<file path="src/edram_pkg.sv">
// Package of pin widths, timing constants and states for the DRAM host
package edram_pkg;
   // ========================================
   // Clock
   localparam int CLK_PERIOD_NS = 100;
   localparam int CLK_FREQ_KHZ = 10000;

   // ========================================
   // Geometry
   localparam int ROW_W = 11;
   localparam int COL_W = 10;
   localparam int ADDR_W = 11;
   localparam int DATA_W = 8;
   localparam int ROWS = 2048;
   localparam int INIT_CYCLES = 8;

   // ========================================
   // Times as printed, in their own units
   localparam int T_PWRUP_US = 200;
   localparam int T_SREF_ENTRY_US = 100;
   localparam int T_SREF_FORBID_LO_US = 10;
   localparam int T_SREF_EXIT_PRE_NS = 110;
   localparam int T_RP_NS = 40;
   localparam int T_RAS_NS = 60;
   localparam int T_RCD_NS = 20;
   localparam int T_CAS_NS = 15;
   localparam int T_CSR_NS = 5;
   localparam int T_CHR_NS = 10;
   localparam int T_WP_NS = 10;
   localparam int T_CWD_NS = 37;
   localparam int T_ACC_NS = 35;
   localparam int T_DIST_REF_NS = 15600;

   // ========================================
   // Cycle counts: least times round up, never below one cycle
   function automatic int cyc_up(input int ns);
      int c;
      c = (ns + CLK_PERIOD_NS - 1) / CLK_PERIOD_NS;
      return (c < 1) ? 1 : c;
   endfunction
   function automatic int cyc_dn(input int ns);
      int c;
      c = ns / CLK_PERIOD_NS;
      return (c < 1) ? 1 : c;
   endfunction

   localparam int PWRUP_CYC = T_PWRUP_US * CLK_FREQ_KHZ / 1000;
   localparam int SREF_ENTRY_CYC = T_SREF_ENTRY_US * CLK_FREQ_KHZ / 1000;
   localparam int SREF_PRE_CYC = cyc_up(T_SREF_EXIT_PRE_NS);
   localparam int RP_CYC = cyc_up(T_RP_NS);
   localparam int RAS_CYC = cyc_up(T_RAS_NS);
   localparam int RCD_CYC = cyc_up(T_RCD_NS);
   localparam int CAS_CYC = cyc_up(T_CAS_NS);
   localparam int CSR_CYC = cyc_up(T_CSR_NS);
   localparam int CHR_CYC = cyc_up(T_CHR_NS);
   localparam int WP_CYC = cyc_up(T_WP_NS);
   localparam int CWD_CYC = cyc_up(T_CWD_NS);
   localparam int ACC_CYC = cyc_up(T_ACC_NS);
   localparam int DIST_REF_CYC = cyc_dn(T_DIST_REF_NS);
   localparam int CNT_W = 16;

   // ========================================
   // Operations and states
   typedef enum logic [1:0] {
      EDRAM_OP_READ = 2'b00,
      EDRAM_OP_WRITE = 2'b01,
      EDRAM_OP_RMW = 2'b10
   } edram_op_e;

   typedef enum logic [3:0] {
      EDRAM_S_PWRUP = 4'b0000,
      EDRAM_S_IDLE = 4'b0001,
      EDRAM_S_ROW = 4'b0010,
      EDRAM_S_COL = 4'b0011,
      EDRAM_S_RMWR = 4'b0100,
      EDRAM_S_WRD = 4'b0101,
      EDRAM_S_END = 4'b0110,
      EDRAM_S_PRE = 4'b0111,
      EDRAM_S_CBR_C = 4'b1000,
      EDRAM_S_CBR_R = 4'b1001,
      EDRAM_S_SREF = 4'b1010,
      EDRAM_S_SPRE = 4'b1011
   } edram_state_e;
endpackage

</file>
<file path="src/edram_host.sv">
// Host controller that drives an EDO DRAM through its strobe pins
// Behaviour
// Row 11 bits, column 10 bits, multiplexed.
// Wait 200 us, eight refreshes first.
// Initialisation refreshes are all CAS-before-RAS.
// Write strobe before column strobe: early write.
// Late write strobe gives read-modify-write.
// Undefined data timing never relied upon.
// Write data held around the write edge.
// Write strobe low at least 10 ns.
// Output enable off before driving write data; in read-modify-write OE goes off on the same edge the data drive starts.
// Read data sampled after longest access.
// Memory drives data until strobes rise.
// Minimum page cycle only for uniform runs.
// Write strobe high through read cycles.
// CAS 5 ns before RAS, held 10 ns.
// Self refresh: RAS, CAS low 100 us.
// No RAS pulse between 10 and 100 us.
// Longer precharge after self refresh.
// Burst refresh users: 2048 CBR around sleep.
// Distributed users: one CBR within 15.6 us.
// Full refresh between self refresh periods.
// RAS-only refresh: row address, no column.
// All 2048 rows per refresh period; a RAS-only refresh here always strobes the row of the last access.
module edram_host
   import edram_pkg::*;
#(
   parameter int PWRUP_CYCLES = PWRUP_CYC,
   parameter int SREF_CYCLES = SREF_ENTRY_CYC
) (
   input wire logic sys_clk, // System clock, 10 MHz
   input wire logic rst_n, // Synchronous reset, active low
   input wire logic req_valid, // Access request
   input wire edram_op_e req_op, // Read, write or read-modify-write
   input wire logic [ROW_W+COL_W-1:0] req_addr, // Row in high bits
   input wire logic [DATA_W-1:0] req_wdata, // Write data
   output logic req_ready, // Request taken this cycle
   output logic [DATA_W-1:0] rd_data, // Read data
   output logic rd_valid, // Read data pulse
   input wire logic ref_req, // Refresh request from the user timer
   input wire logic ref_ras_only, // Use RAS-only instead of CBR
   output logic ref_ack, // Refresh done pulse
   input wire logic sref_req, // Hold in self refresh while high
   output logic sref_active, // In self refresh
   output logic init_done, // Power-up sequence complete
   output logic ras_n, // Row strobe
   output logic cas_n, // Column strobe
   output logic we_n, // Write strobe
   output logic oe_n, // Output enable
   output logic [ADDR_W-1:0] addr, // Multiplexed address
   input wire logic [DATA_W-1:0] dq_in, // Data pins in
   output logic [DATA_W-1:0] dq_out, // Data pins out
   output logic dq_oe // High while host drives data
);
   edram_state_e state_reg;
   edram_op_e op_reg;
   logic [ROW_W+COL_W-1:0] addr_reg;
   logic [DATA_W-1:0] wdata_reg;
   logic [DATA_W-1:0] dq_s1_reg, dq_s2_reg;
   logic [3:0] init_cnt_reg;
   logic ras_only_reg;
   logic tload;
   logic [CNT_W-1:0] tcount;
   logic tdone;
   logic sleep_reg;
   // Read data crosses the two-flop synchroniser before it can be taken
   localparam int SYNC_CYC = 2;

   // ========================================
   // Pin input synchroniser
   always_ff @(posedge sys_clk) begin
      if (!rst_n) begin
         dq_s1_reg <= '0;
         dq_s2_reg <= '0;
      end else begin
         dq_s1_reg <= dq_in;
         dq_s2_reg <= dq_s1_reg;
      end
   end

   edram_timer #(.W(CNT_W)) u_timer (
      .sys_clk(sys_clk),
      .rst_n(rst_n),
      .load(tload),
      .count(tcount),
      .done(tdone)
   );

   // ========================================
   // Sequencer
   assign req_ready = (state_reg == EDRAM_S_IDLE) && tdone && !ref_req
      && !sref_req && req_valid;

   always_ff @(posedge sys_clk) begin
      if (!rst_n) begin
         state_reg <= EDRAM_S_PWRUP;
         op_reg <= EDRAM_OP_READ;
         addr_reg <= '0;
         wdata_reg <= '0;
         init_cnt_reg <= 4'h0;
         ras_only_reg <= 1'b0;
         sleep_reg <= 1'b0;
         init_done <= 1'b0;
         tload <= 1'b1;
         tcount <= CNT_W'(PWRUP_CYCLES);
      end else begin
         tload <= 1'b0;
         case (state_reg)
            EDRAM_S_PWRUP: begin
               if (tdone) begin
                  state_reg <= EDRAM_S_CBR_C;
                  tload <= 1'b1;
                  tcount <= CNT_W'(CSR_CYC);
               end
            end
            EDRAM_S_IDLE: begin
               if (tdone) begin
                  // Refresh first so a busy user cannot starve rows
                  if (ref_req || sref_req) begin
                     ras_only_reg <= ref_ras_only && !sref_req;
                     state_reg <= (ref_ras_only && !sref_req) ?
                        EDRAM_S_ROW : EDRAM_S_CBR_C;
                     tload <= 1'b1;
                     tcount <= (ref_ras_only && !sref_req) ?
                        CNT_W'(RAS_CYC) : CNT_W'(CSR_CYC);
                  end else if (req_valid) begin
                     op_reg <= req_op;
                     addr_reg <= req_addr;
                     wdata_reg <= req_wdata;
                     ras_only_reg <= 1'b0;
                     state_reg <= EDRAM_S_ROW;
                     tload <= 1'b1;
                     tcount <= CNT_W'(RCD_CYC);
                  end
               end
            end
            EDRAM_S_ROW: begin
               if (tdone) begin
                  if (ras_only_reg) begin
                     state_reg <= EDRAM_S_PRE;
                     tload <= 1'b1;
                     tcount <= CNT_W'(RP_CYC);
                  end else begin
                     state_reg <= EDRAM_S_COL;
                     tload <= 1'b1;
                     // Reads wait the longest access; writes the pulse
                     tcount <= (op_reg == EDRAM_OP_WRITE) ?
                        CNT_W'(CAS_CYC) : CNT_W'(ACC_CYC + SYNC_CYC);
                  end
               end
            end
            EDRAM_S_COL: begin
               if (tdone) begin
                  tload <= 1'b1;
                  if (op_reg == EDRAM_OP_RMW) begin
                     state_reg <= EDRAM_S_RMWR;
                     tcount <= CNT_W'(CWD_CYC);
                  end else begin
                     state_reg <= EDRAM_S_END;
                     tcount <= CNT_W'(RAS_CYC);
                  end
               end
            end
            EDRAM_S_RMWR: begin
               if (tdone) begin
                  state_reg <= EDRAM_S_WRD;
                  tload <= 1'b1;
                  tcount <= CNT_W'(WP_CYC);
               end
            end
            EDRAM_S_WRD: begin
               if (tdone) begin
                  state_reg <= EDRAM_S_END;
                  tload <= 1'b1;
                  tcount <= CNT_W'(CHR_CYC);
               end
            end
            EDRAM_S_END: begin
               if (tdone) begin
                  state_reg <= EDRAM_S_PRE;
                  tload <= 1'b1;
                  tcount <= CNT_W'(RP_CYC);
               end
            end
            EDRAM_S_PRE: begin
               if (tdone && !init_done) begin
                  state_reg <= EDRAM_S_CBR_C;
                  tload <= 1'b1;
                  tcount <= CNT_W'(CSR_CYC);
               end else if (tdone) begin
                  state_reg <= EDRAM_S_IDLE;
               end
            end
            EDRAM_S_CBR_C: begin
               if (tdone) begin
                  state_reg <= EDRAM_S_CBR_R;
                  sleep_reg <= sref_req && init_done;
                  tload <= 1'b1;
                  tcount <= sref_req && init_done ?
                     CNT_W'(SREF_CYCLES) : CNT_W'(RAS_CYC);
               end
            end
            EDRAM_S_CBR_R: begin
               // Sleep entry holds strobes the full pulse, never between
               if (tdone) begin
                  if (!init_done) begin
                     init_cnt_reg <= init_cnt_reg + 4'h1;
                     if (init_cnt_reg == 4'(INIT_CYCLES - 1)) begin
                        init_done <= 1'b1;
                     end
                  end
                  tload <= 1'b1;
                  // A full sleep pulse always leaves by the long precharge
                  if (sleep_reg) begin
                     state_reg <= EDRAM_S_SREF;
                     tcount <= '0;
                  end else begin
                     state_reg <= EDRAM_S_PRE;
                     tcount <= CNT_W'(RP_CYC);
                  end
               end
            end
            EDRAM_S_SREF: begin
               if (!sref_req) begin
                  state_reg <= EDRAM_S_SPRE;
                  tload <= 1'b1;
                  tcount <= CNT_W'(SREF_PRE_CYC);
               end
            end
            EDRAM_S_SPRE: begin
               if (tdone) begin
                  // A CBR right after exit; further refresh is the user's
                  state_reg <= EDRAM_S_CBR_C;
                  tload <= 1'b1;
                  tcount <= CNT_W'(CSR_CYC);
               end
            end
            default: begin
               state_reg <= EDRAM_S_IDLE;
            end
         endcase
      end
   end

   // ========================================
   // Pin drive, all from flip-flops
   always_ff @(posedge sys_clk) begin
      if (!rst_n) begin
         ras_n <= 1'b1;
         cas_n <= 1'b1;
         we_n <= 1'b1;
         oe_n <= 1'b1;
         addr <= '0;
         dq_out <= '0;
         dq_oe <= 1'b0;
      end else begin
         ras_n <= !(state_reg inside {EDRAM_S_ROW, EDRAM_S_COL,
            EDRAM_S_RMWR, EDRAM_S_WRD, EDRAM_S_END, EDRAM_S_CBR_R,
            EDRAM_S_SREF});
         cas_n <= !(state_reg inside {EDRAM_S_COL, EDRAM_S_RMWR,
            EDRAM_S_WRD, EDRAM_S_CBR_C, EDRAM_S_CBR_R, EDRAM_S_SREF}
            || (state_reg == EDRAM_S_END && !ras_only_reg));
         // Early write: strobe down with the row, before the column
         we_n <= !((op_reg == EDRAM_OP_WRITE && !ras_only_reg
            && state_reg inside {EDRAM_S_ROW, EDRAM_S_COL})
            || state_reg == EDRAM_S_WRD);
         oe_n <= !(op_reg != EDRAM_OP_WRITE
            && state_reg inside {EDRAM_S_COL, EDRAM_S_RMWR});
         // Row before column strobe, column bits after it
         addr <= (state_reg inside {EDRAM_S_IDLE, EDRAM_S_PRE,
            EDRAM_S_ROW}) ? addr_reg[ROW_W+COL_W-1:COL_W]
            : {1'b0, addr_reg[COL_W-1:0]};
         dq_out <= wdata_reg;
         dq_oe <= (op_reg == EDRAM_OP_WRITE && !ras_only_reg
            && state_reg inside {EDRAM_S_ROW, EDRAM_S_COL})
            || state_reg == EDRAM_S_WRD;
      end
   end

   // ========================================
   // Read data capture at the end of the access wait
   always_ff @(posedge sys_clk) begin
      if (!rst_n) begin
         rd_data <= '0;
         rd_valid <= 1'b0;
         ref_ack <= 1'b0;
         sref_active <= 1'b0;
      end else begin
         // Data sampled while strobes still low, so it is held
         rd_valid <= state_reg == EDRAM_S_COL && tdone
            && op_reg != EDRAM_OP_WRITE;
         if (state_reg == EDRAM_S_COL && tdone) begin
            rd_data <= dq_s2_reg;
         end
         ref_ack <= (state_reg == EDRAM_S_CBR_R && tdone && init_done)
            || (state_reg == EDRAM_S_ROW && ras_only_reg && tdone);
         sref_active <= state_reg == EDRAM_S_SREF;
      end
   end
endmodule

</file>
<file path="src/edram_timer.sv">
// Down counter used for every strobe interval of the host
module edram_timer
   import edram_pkg::*;
#(
   parameter int W = CNT_W
) (
   input wire logic sys_clk, // System clock
   input wire logic rst_n, // Synchronous reset, active low
   input wire logic load, // Start a new interval
   input wire logic [W-1:0] count, // Cycles in the interval
   output logic done // High once the interval has run out
);
   logic [W-1:0] cnt_reg;

   always_ff @(posedge sys_clk) begin
      if (!rst_n) begin
         cnt_reg <= '0;
      end else if (load) begin
         cnt_reg <= count;
      end else if (cnt_reg != '0) begin
         cnt_reg <= cnt_reg - 1'b1;
      end
   end

   assign done = (cnt_reg == '0) && !load;
endmodule

</file>
<file path="config.mk">
export PLATFORM = sky130hd
export DESIGN_NAME = edram_host
export DESIGN_NICKNAME = d
export VERILOG_FILES = /design/src/edram_pkg.sv /design/src/edram_host.sv /design/src/edram_timer.sv
export SDC_FILE = /design/constraint.sdc
export NUM_CORES = 1
export LEC_CHECK = 0
export BUFFER_PORTS_ARGS = -buffer_cell sky130_fd_sc_hd__buf_2
export CAP_MARGIN = 25
export CORE_ASPECT_RATIO = 1.1
export CORE_MARGIN = 2
export CORE_UTILIZATION = 60
export DETAILED_ROUTE_END_ITERATION = 16
export PLACE_DENSITY = 0.85
export SLEW_MARGIN = 20
export SYNTH_ARGS = -nofsm -noshare
export SYNTH_HDL_FRONTEND = slang
export SYNTH_HIERARCHICAL = 1
export SYNTH_SLANG_ARGS = --single-unit
</file>
<file path="constraint.sdc">
create_clock -name sys_clk -period 4.7 [get_ports sys_clk]
set_input_delay 0.705 -clock sys_clk [delete_from_list [all_inputs] [get_ports sys_clk]]
set_output_delay 0.705 -clock sys_clk [all_outputs]
set_load 0.05 [all_outputs]
</file>
Word-level counts from Yosys, hierarchy flattened. Cells that the tools add are included.

Add/sub/neg operators: 2. Equality and inequality tests: 29. Mux-type cells: 47. Bitwise operators: 2. Reduce and logical (&&, ||, !) cells: 53.

Operators with widths (number): 16-bit two-way mux (11); 16-bit case mux with 7 select lines (1); 4-bit two-way mux (16); 4-bit case mux with 11 select lines (1); 4-bit by 3-bit == test with 1-bit output (second input constant) (5); 10-bit two-way mux (2); 2-bit != test (second input constant) (10); 1-bit logical AND (18); 4-bit == test (second input constant) (4); 16-bit logical NOT (1); 16-bit nonzero test (1); 16-bit by 1-bit subtractor with 16-bit output (second input constant) (1); 7-bit nonzero test (2); 12-bit AND reduction (1); 1-bit two-way mux (11); 1-bit logical NOT (9); 9-bit AND reduction (1); 9-bit OR reduction (1); 4-bit by 2-bit == test with 1-bit output (second input constant) (2); 2-bit nonzero test (4); 2-bit two-way mux (3); 2-bit by 1-bit != test with 1-bit output (second input constant) (3); 3-bit != test (second input constant) (2); 2-bit AND reduction (3); 15 further kinds (20).

Bits in registers: 126. Input bits: 45. Logic and storage cells: 158.

Depth between registers and ports, before layout. Gate-level depths: netlist of the first run.

Depth in word-level cells: 6. Mapped depth: 12. Gate-level depth less buffers: 10.

Modules after synthesis. Netlist of the first run, hierarchy kept.

Modules (own cells, without submodules): edram_host (instances 1, cells each 413, area an instance 3826.2 µm², seq. area each 1981.9 µm²); edram_timer (instances 1, cells each 120, area an instance 937.1 µm², seq. area each 320.3 µm²).

Worst setup path after synthesis of the first run. No wires, ideal clock.

Kind: reg2out. Start: register u_timer.cnt_reg[0]. End: output port req_ready. Arrival: 2.264 ns. Data required time: 3.995 ns. Slack: 1.731 ns. Cell stages (with the launch flop): 11. Path buffers: 2. Path through: dfxtp_1 -> inv_1 -> ha_1 -> nor3b_1 -> nand3_1 -> nor2_1 -> buf_2 -> and3_1 -> nand3_1 -> inv_1 -> buf_2.

Longest elaborated chain between the ends: 6.

Ends and longest elaborated chain: start: declaration (RTL line edram_timer.sv:13) `logic [W-1:0] cnt_reg;`; start signal: assignment (RTL line edram_timer.sv:19) `cnt_reg <= count;`; start signal: assignment (RTL line edram_timer.sv:21) `cnt_reg <= cnt_reg - 1'b1;`; 16-bit logical NOT (RTL line edram_timer.sv:25) `assign done = (cnt_reg == '0) && !load;`; 1-bit logical AND (RTL line edram_timer.sv:25); via tdone (RTL line edram_host.sv:64) `logic tdone;`; 1-bit logical AND (2 in a row) (RTL line edram_host.sv:91) `assign req_ready = (state_reg == EDRAM_S_IDLE) && tdone && !ref_req`; 1-bit logical AND (2 in a row) (RTL line edram_host.sv:92) `&& !sref_req && req_valid;`; end: declaration (RTL line edram_host.sv:37) `output logic req_ready,`.

The timed path passes the listed nets, and every way through them passes these cells.

Final worst setup path of the first run.
Start: register tload. End: output port req_ready.

Longest elaborated chain between the ends: 6.

Ends and longest elaborated chain: start: declaration (RTL line edram_host.sv:62) `logic tload;`; start signal: assignment (RTL line edram_host.sv:104) `tload <= 1'b1;`; start signal: assignment (RTL line edram_host.sv:107) `tload <= 1'b0;`; start signal: assignment (RTL line edram_host.sv:112) `tload <= 1'b1;`; 1-bit logical NOT (RTL line edram_timer.sv:25); 1-bit logical AND (RTL line edram_timer.sv:25); via tdone (RTL line edram_host.sv:64); 1-bit logical AND (2 in a row) (RTL line edram_host.sv:91); 1-bit logical AND (2 in a row) (RTL line edram_host.sv:92).

The timed path passes the listed nets, and every way through them passes these cells.

==> qor.json, run 1 <==
{
  "result_of_the_run": {"value": "complete, no violations"},
  "switching_share": {"value": 0.233},
  "worst_slew_margin_rel": {"value": 0.445},
  "synth_edf_count": {"value": 0},
  "vias": {"value": 4002},
  "avgRoutedWirePerCell": {"value": 14.8, "unit": "microns"},
  "cp.arrival": {"value": 3310, "unit": "ps"},
  "initial_core_util": {"value": 0.609},
  "fillerInstances": {"value": 589},
  "final-max-slew-violation-count": {"value": 0},
  "post_synth_main_area_contributors": {"value": "dfxtp_1 (48%), nand2_1 (6.8%), a21boi_0 (5.4%), mux2i_1 (4.2%), and2_1 (3.8%)"},
  "cts_tree": {"value": "yes"},
  "gpl.final_weighted_congestion": {"value": 0.926},
  "drtIter0Drc": {"value": 238},
  "clock_tree.root_cell": {"value": "clkbuf_8"},
  "worstSetupPathType": {"value": "reg2out"},
  "critical_path.n_buffers_inverters": {"value": 5},
  "synth_cell_types": {"value": 65},
  "layout.nets": {"value": 655},
  "diode_count": {"value": 0},
  "final_report_hold_violation_count": {"value": 0},
  "power_switching": {"value": 0.553, "unit": "mW"},
  "number_of_flip_flops_in_the_largest_register": {"value": 32},
  "viasPerCell": {"value": 5.49},
  "ctsHtreeMaxLevel": {"value": 4},
  "clk_pin_slew_worst_paths": {"value": 60, "unit": "ps"},
  "layout-drive-gt1-share": {"value": 0.208},
  "postCtsSetupBuffers": {"value": 0},
  "syn-instance-count": {"value": 533},
  "chipHeight": {"value": 97.5, "unit": "microns"},
  "startpoint_type": {"value": "flip-flop"},
  "synth-seq-area-share": {"value": 0.483},
  "synthFlopType": {"value": "dfxtp_1"},
  "grt_pass1_wl": {"value": 17900, "unit": "microns"},
  "ys_warn_count": {"value": 6},
  "port_buffers": {"value": 81},
  "number_of_buffers_added_by_the_clock_tree_synthesis_step": {"value": 17},
  "critical_path.cell_chain": {"value": "inv_1, nand3_1, nor2_1, buf_4, and3_1, nand3_1, buf_4, inv_1, buf_2"},
  "path_delay_family": {"value": "buffers and inverters"},
  "yosys_register_bits": {"value": 115},
  "drcViolationCount": {"value": 0},
  "leak_pwr": {"value": 2.33, "unit": "nW"},
  "seq_area": {"value": 2300, "unit": "sq um"},
  "place_inst": {"value": 697},
  "power.share.sequential": {"value": 0.426},
  "area_growth_syn_to_layout": {"value": 21.5, "unit": "%"},
  "clkLatencyLatePin": {"value": 500, "unit": "ps"},
  "rsz_0062_raised_after_global_routing": {"value": "no"},
  "grt_overflow": {"value": 0},
  "timing.critical_path.fanout_max": {"value": 32},
  "hold_path_class": {"value": "in2reg"},
  "hpwl": {"value": 6840, "unit": "microns"},
  "clock_sinks": {"value": 115},
  "top_cell_type_s_share_of_synthesized_area": {"value": 0.483},
  "internal_power": {"value": 1.82, "unit": "mW"},
  "critical-path-max-stage-delay": {"value": 550, "unit": "ps"},
  "core_area": {"value": 7830, "unit": "sq um"},
  "critical_path_data_required_time": {"value": 3990, "unit": "ps"},
  "pin_count_of_the_biggest_net_entering_global_routing": {"value": 56},
  "finalSetupTns": {"value": 0, "unit": "ps"},
  "die_area": {"value": 8670, "unit": "sq um"},
  "routed_wirelength": {"value": 10800, "unit": "microns"},
  "std_cell_rows": {"value": 34},
  "drv_cap": {"value": 0},
  "achievable-frequency": {"value": 0.249, "unit": "GHz"},
  "avgSynthCellArea": {"value": 8.94, "unit": "sq um"},
  "final_cells": {"value": 729},
  "post_cts.resized_instances": {"value": 0},
  "timing.critical_path.slowest_stage_cell": {"value": "inv_1"},
  "fp.dieW": {"value": 89.0, "unit": "microns"},
  "setup.worst_path.end_class": {"value": "primary output"},
  "clock_power_share": {"value": 0.522},
  "power-per-cell-area": {"value": 410, "unit": "nW/um^2"},
  "setup_violations": {"value": 0},
  "post_syn_area": {"value": 4760, "unit": "sq um"},
  "crit_share_post_route": {"value": 0.854},
  "multiInputGateArea": {"value": 2280, "unit": "sq um"},
  "io-pin-count": {"value": 82},
  "vdd_drop_max": {"value": 0.000329, "unit": "V"},
  "synthDominantAreaCellType": {"value": "dfxtp_1"},
  "clock_tree.buffer_depth": {"value": 2},
  "asyncSetResetFlopFracSynth": {"value": 0},
  "p_comb_frac": {"value": 0.052},
  "via_count_of_the_first_global_routing_pass": {"value": 3987},
  "post-route-min-period": {"value": 4010, "unit": "ps"},
  "post_detailed_route_count_of_antenna_violating_nets": {"value": 0},
  "worst_pin_slew": {"value": 832, "unit": "ps"},
  "grtUsageTotal": {"value": 0.262},
  "antenna_violations_before_repair": {"value": 0},
  "dr.pass1.iters": {"value": 5},
  "number_of_buffers_inserted_for_hold_repair_after_clock_tree_synthesis": {"value": 0},
  "fin_worst_skew": {"value": 7.36, "unit": "ps"}
}
logic make-up (layout without fill, tap and decap cells):
group,count (synthesis),in the layout,synth area share
and+or+nand+nor,229,229,0.243
DFF,115,115,0.483
muxes,21,21,0.0444
other,1,6,0.000787
xor gates and xnor gates,8,8,0.0147
buffers and inverters,47,130,0.0418
AOI/OAI and AO/OA,110,110,0.167
adders and majority gates,2,2,0.00525
power by group through the flow:
stage          combinational (mW)  clock, mW  sequential [mW]
6_report                    0.124       1.24             1.01
3_5_place_dp                0.120          0             1.03
3_3_place_gp                0.117          0             1.03
5_1_grt                     0.137       1.30             1.02
4_1_cts                     0.122       1.26             1.01
2_1_floorplan              0.0873          0             1.03
cell type report:
cell class / instances / share of cell area
sequential: 115 / 0.398
multi-input combinational: 376 / 0.394
timing repair buffer: 86 / 0.0765
clock buffer: 18 / 0.0739
clock inverter: 14 / 0.0266
tap: 108 / 0.0233
inverter: 12 / 0.00778
routing by layer:
metal | share of wire | vias up | wire length [microns] | GRT usage
li1 | - | 1972 | - | -
met1 | 0.41 | 1861 | 4410 | 0.309
met2 | 0.51 | 140 | 5480 | 0.429
met3 | 0.057 | 29 | 610 | 0.0909
met4 | 0.024 | 0 | 258 | 0.103
met5 | 0 | - | 0 | 0
worst reg2reg max path, stage by stage (launching register included):
cell and delay (ps):
dfxtp_1 490, inv_1 550, nand3_1 440, nor2_1 230, buf_4 210, and3_1 190, nand3_1 80, buf_4 240
inv_1 120, buf_4 310, nand2_1 100, a21boi_0 260
path summary, 6_finish.rpt:
path,from,to,slack (ps),depth (start not counted)
setup / recovery,tload$_SDFF_PN1_,req_ready,690,9
hold / removal,dq_in[6],dq_s1_reg[6]$_SDFF_PN0_,400,2
setup reg to reg,tload$_SDFF_PN1_,addr_reg[19]$_SDFFE_PN0P_,1380,11
hold reg to reg,dq_s1_reg[4]$_SDFF_PN0_,dq_s2_reg[4]$_SDFF_PN0_,430,1
layout by cell type, fill, tap and decap left out, types with 4 or more instances in the layout:
cell type	instances
nand2b_1	5
conb_1	6
nor2_1	33
nand3_1	12
nor3_1	10
nand2_1	86
or4_1	4
dfxtp_1	115
a211oi_1	6
a31oi_1	4
nor4_1	4
buf_4	5
inv_1	12
a21oi_1	12
nor3b_1	4
nor2b_1	23
clkbuf_16	16
o21ai_0	20
o221ai_1	4
o21a_1	4
mux2i_1	20
xor2_1	4
a21boi_0	34
and2_1	29
clkinvlp_4	5
xnor2_1	4
buf_2	81
stage by stage:
step / setup WS [ps] / hold slack [ps] / power, mW / util / area, sq um
2_1_floorplan: 1730 / 412 / 1.11 / - / 4780
3_3_place_gp: 1450 / 415 / 1.15 / 0.665 / 5210
3_5_place_dp: 1320 / 419 / 1.15 / 0.665 / 5210
4_1_cts: 728 / 382 / 2.39 / 0.739 / 5790
5_1_grt: 413 / 385 / 2.46 / 0.739 / 5790
6_report: 688 / 404 / 2.38 / 0.739 / 5790
synth_stat cells (3+ instances only):
cell        n
a211oi_1    6
a21boi_0   34
a21oi_1    12
a31oi_1     4
and2_1     29
buf_2       8
buf_4       3
clkbuf_1   22
dfxtp_1   115
inv_1      12
mux2i_1    20
nand2_1    86
nand2b_1    5
nand3_1    12
nor2_1     33
nor2b_1    23
nor3_1     10
nor3b_1     4
nor4_1      4
o21a_1      4
o21ai_0    20
o221ai_1    4
o31ai_1     3
or4_1       4
xnor2_1     4
xor2_1      4
Note: power is estimated with default switching activity, not from simulation.
==> inputs of run 2 (changes only) <==
--- a/config.mk
+++ b/config.mk
@@ -9,9 +9,10 @@
 export CAP_MARGIN = 25
 export CORE_ASPECT_RATIO = 1.1
 export CORE_MARGIN = 2
-export CORE_UTILIZATION = 60
+export CORE_UTILIZATION = 47
+export CTS_CLUSTER_DIAMETER = 120
 export DETAILED_ROUTE_END_ITERATION = 16
-export PLACE_DENSITY = 0.85
+export PLACE_DENSITY = 0.69
 export SLEW_MARGIN = 20
 export SYNTH_ARGS = -nofsm -noshare
 export SYNTH_HDL_FRONTEND = slang
==> run 2 against run 1 <==
Combinational power barely moved. Power is 3.7% lower. First-iteration DRC count is 2.9% higher. Sequential power barely moved. Critical path depth is 1 lower. Cell area about the same. Sequential share of layout area barely moved. Sequential cell count did not move. Via count is 3.1% lower. Routed wire length down 3.7%. Highest routed layer unchanged.
==> qor.json, run 2 (synthesis gave the netlist of run 1 again) <==
{
  "path_delay_family": {"value": "buffers and inverters"},
  "dr.pass1.iters": {"value": 4},
  "multiInputGateArea": {"value": 2280, "unit": "sq um"},
  "worst-r2r-setup-slack": {"value": 1690, "unit": "ps"},
  "hpwl": {"value": 6830, "unit": "microns"},
  "critical_path_data_required_time": {"value": 3990, "unit": "ps"},
  "setup_violations": {"value": 0},
  "die_area": {"value": 11000, "unit": "sq um"},
  "place_inst": {"value": 710},
  "drtIter0Drc": {"value": 245},
  "critical_path.cell_chain": {"value": "inv_1, nand3_1, nor2_1, buf_4, and3_1, nand3_1, inv_1, buf_2"},
  "drv_cap": {"value": 0},
  "hold_path_class": {"value": "in2reg"},
  "grt_pass1_wl": {"value": 17200, "unit": "microns"},
  "vias": {"value": 3877},
  "grt_overflow": {"value": 0},
  "timing.critical_path.slowest_stage_cell": {"value": "inv_1"},
  "clk_pin_slew_worst_paths": {"value": 60, "unit": "ps"},
  "leak_pwr": {"value": 2.34, "unit": "nW"},
  "initial_core_util": {"value": 0.482},
  "final_cells": {"value": 742},
  "finalCoreUtilization": {"value": 0.586},
  "port_buffers": {"value": 81},
  "drcViolationCount": {"value": 0},
  "viasPerCell": {"value": 5.23},
  "final_report_hold_violation_count": {"value": 0},
  "layout.cells.most_common_list": {"value": "dfxtp_1 (115), nand2_1 (86), buf_2 (81)"},
  "number_of_buffers_added_by_the_clock_tree_synthesis_step": {"value": 17},
  "vdd_drop_max": {"value": 0.000248, "unit": "V"},
  "startpoint_type": {"value": "flip-flop"},
  "critical_path.n_buffers_inverters": {"value": 4},
  "worstRegToRegCells": {"value": 9},
  "number_of_buffers_inserted_for_hold_repair_after_clock_tree_synthesis": {"value": 0},
  "fin_worst_skew": {"value": 8.13, "unit": "ps"},
  "area_growth_syn_to_layout": {"value": 21.6, "unit": "%"},
  "post_detailed_route_count_of_antenna_violating_nets": {"value": 0},
  "final-max-slew-violation-count": {"value": 0},
  "layout-drive-gt1-share": {"value": 0.204},
  "layout_commonest_cell": {"value": "dfxtp_1"},
  "placement.cell_area": {"value": 5230, "unit": "sq um"},
  "core_area": {"value": 9890, "unit": "sq um"},
  "post-route-min-period": {"value": 3760, "unit": "ps"},
  "ctsHtreeMaxLevel": {"value": 4},
  "critical-path-max-stage-delay": {"value": 540, "unit": "ps"},
  "grtUsageTotal": {"value": 0.198},
  "reg2reg_from": {"value": "tload$_SDFF_PN1_"},
  "finalSetupTns": {"value": 0, "unit": "ps"},
  "path_depth": {"value": 8},
  "postCtsSetupBuffers": {"value": 0},
  "crit_start": {"value": "tload$_SDFF_PN1_"},
  "crit_share_post_route": {"value": 0.801},
  "post_cts.resized_instances": {"value": 0},
  "clock_tree.root_cell": {"value": "clkbuf_8"},
  "io-pin-count": {"value": 82},
  "worst_slew_margin_rel": {"value": 0.488},
  "minimum_setup_slack_in_the_final_design": {"value": 936, "unit": "ps"},
  "gpl.final_weighted_congestion": {"value": 0.877},
  "clock_tree.buffer_depth": {"value": 2},
  "avgRoutedWirePerCell": {"value": 14.0, "unit": "microns"},
  "antenna_violations_before_repair": {"value": 0},
  "result_of_the_run": {"value": "complete, no violations"},
  "cp.arrival": {"value": 3060, "unit": "ps"},
  "achievable-frequency": {"value": 0.266, "unit": "GHz"},
  "layout.nets": {"value": 657},
  "seq_area": {"value": 2300, "unit": "sq um"},
  "std_cell_rows": {"value": 38},
  "fillerInstances": {"value": 940},
  "diode_count": {"value": 0},
  "crit_end": {"value": "req_ready"},
  "fp.dieW": {"value": 100, "unit": "microns"},
  "worstSetupPathType": {"value": "reg2out"},
  "chipHeight": {"value": 110, "unit": "microns"},
  "routed_wirelength": {"value": 10400, "unit": "microns"},
  "number_of_flip_flops_in_the_largest_register": {"value": 32},
  "clkLatencyLatePin": {"value": 510, "unit": "ps"},
  "timing.hold.worst.start": {"value": "dq_in[1]"},
  "worst_pin_slew": {"value": 766, "unit": "ps"},
  "timing.critical_path.fanout_max": {"value": 23},
  "clock_sinks": {"value": 115},
  "worst_r2r_end": {"value": "tcount[1]$_SDFFE_PN0P_"},
  "setup.worst_path.end_class": {"value": "primary output"},
  "post_place_worst_slack": {"value": 1490, "unit": "ps"},
  "power-per-cell-area": {"value": 395, "unit": "nW/um^2"},
  "rsz_0062_raised_after_global_routing": {"value": "no"},
  "post-route-cell-area": {"value": 5790, "unit": "sq um"},
  "pin_count_of_the_biggest_net_entering_global_routing": {"value": 71},
  "via_count_of_the_first_global_routing_pass": {"value": 3749},
  "cts_tree": {"value": "yes"}
}
run 2: changes by cell type in the layout (fill, tap and decap cells not counted), sizes merged:
| cell | change |
|---|---|
| bufinv | -1 |
| clkbuf | +4 |
| clkinvlp | -3 |
| buf | +2 |
| clkinv | +2 |
| inv | -3 |
run 2: per-layer routing:
metal	vias up	track usage	wire length, microns
met5	-	0	0
met4	0	0.0881	186
met2	87	0.328	5210
li1	1965	-	-
met1	1812	0.237	4450
met3	13	0.0648	518
run 2: cell type report:
class / count / share of cell area
Sequential cell: 115 / 0.397
Multi-Input combinational cell: 376 / 0.394
Timing Repair Buffer: 88 / 0.0825
Clock buffer: 22 / 0.0782
Tap cell: 120 / 0.0259
Clock inverter: 9 / 0.0143
Inverter: 12 / 0.00778
run 2: how the worst min path moves through the flow:
stage / end / cells after the start
floorplan: dq_s2_reg[0]$_SDFF_PN0_ / 1
global placement: dq_s2_reg[2]$_SDFF_PN0_ / 1
detailed placement: dq_s2_reg[3]$_SDFF_PN0_ / 1
CTS: dq_s1_reg[2]$_SDFF_PN0_ / 2
global route: dq_s1_reg[1]$_SDFF_PN0_ / 2
finish: dq_s1_reg[1]$_SDFF_PN0_ / 2
run 2: per-stage QoR:
step,hold slack (ps),power (mW)
after floorplan,412,1.11
after global placement,413,1.15
after global routing,382,2.38
after CTS,392,2.31
final,409,2.29
after detailed placement,419,1.15
run 2: power breakdown:
group | internal (mW) | switching [mW] | total [mW] | leakage [nW]
Combinational | 0.0569 | 0.0672 | 0.124 | 1.14
Sequential | 0.996 | 0.0170 | 1.01 | 0.934
Clock | 0.722 | 0.429 | 1.15 | 0.261
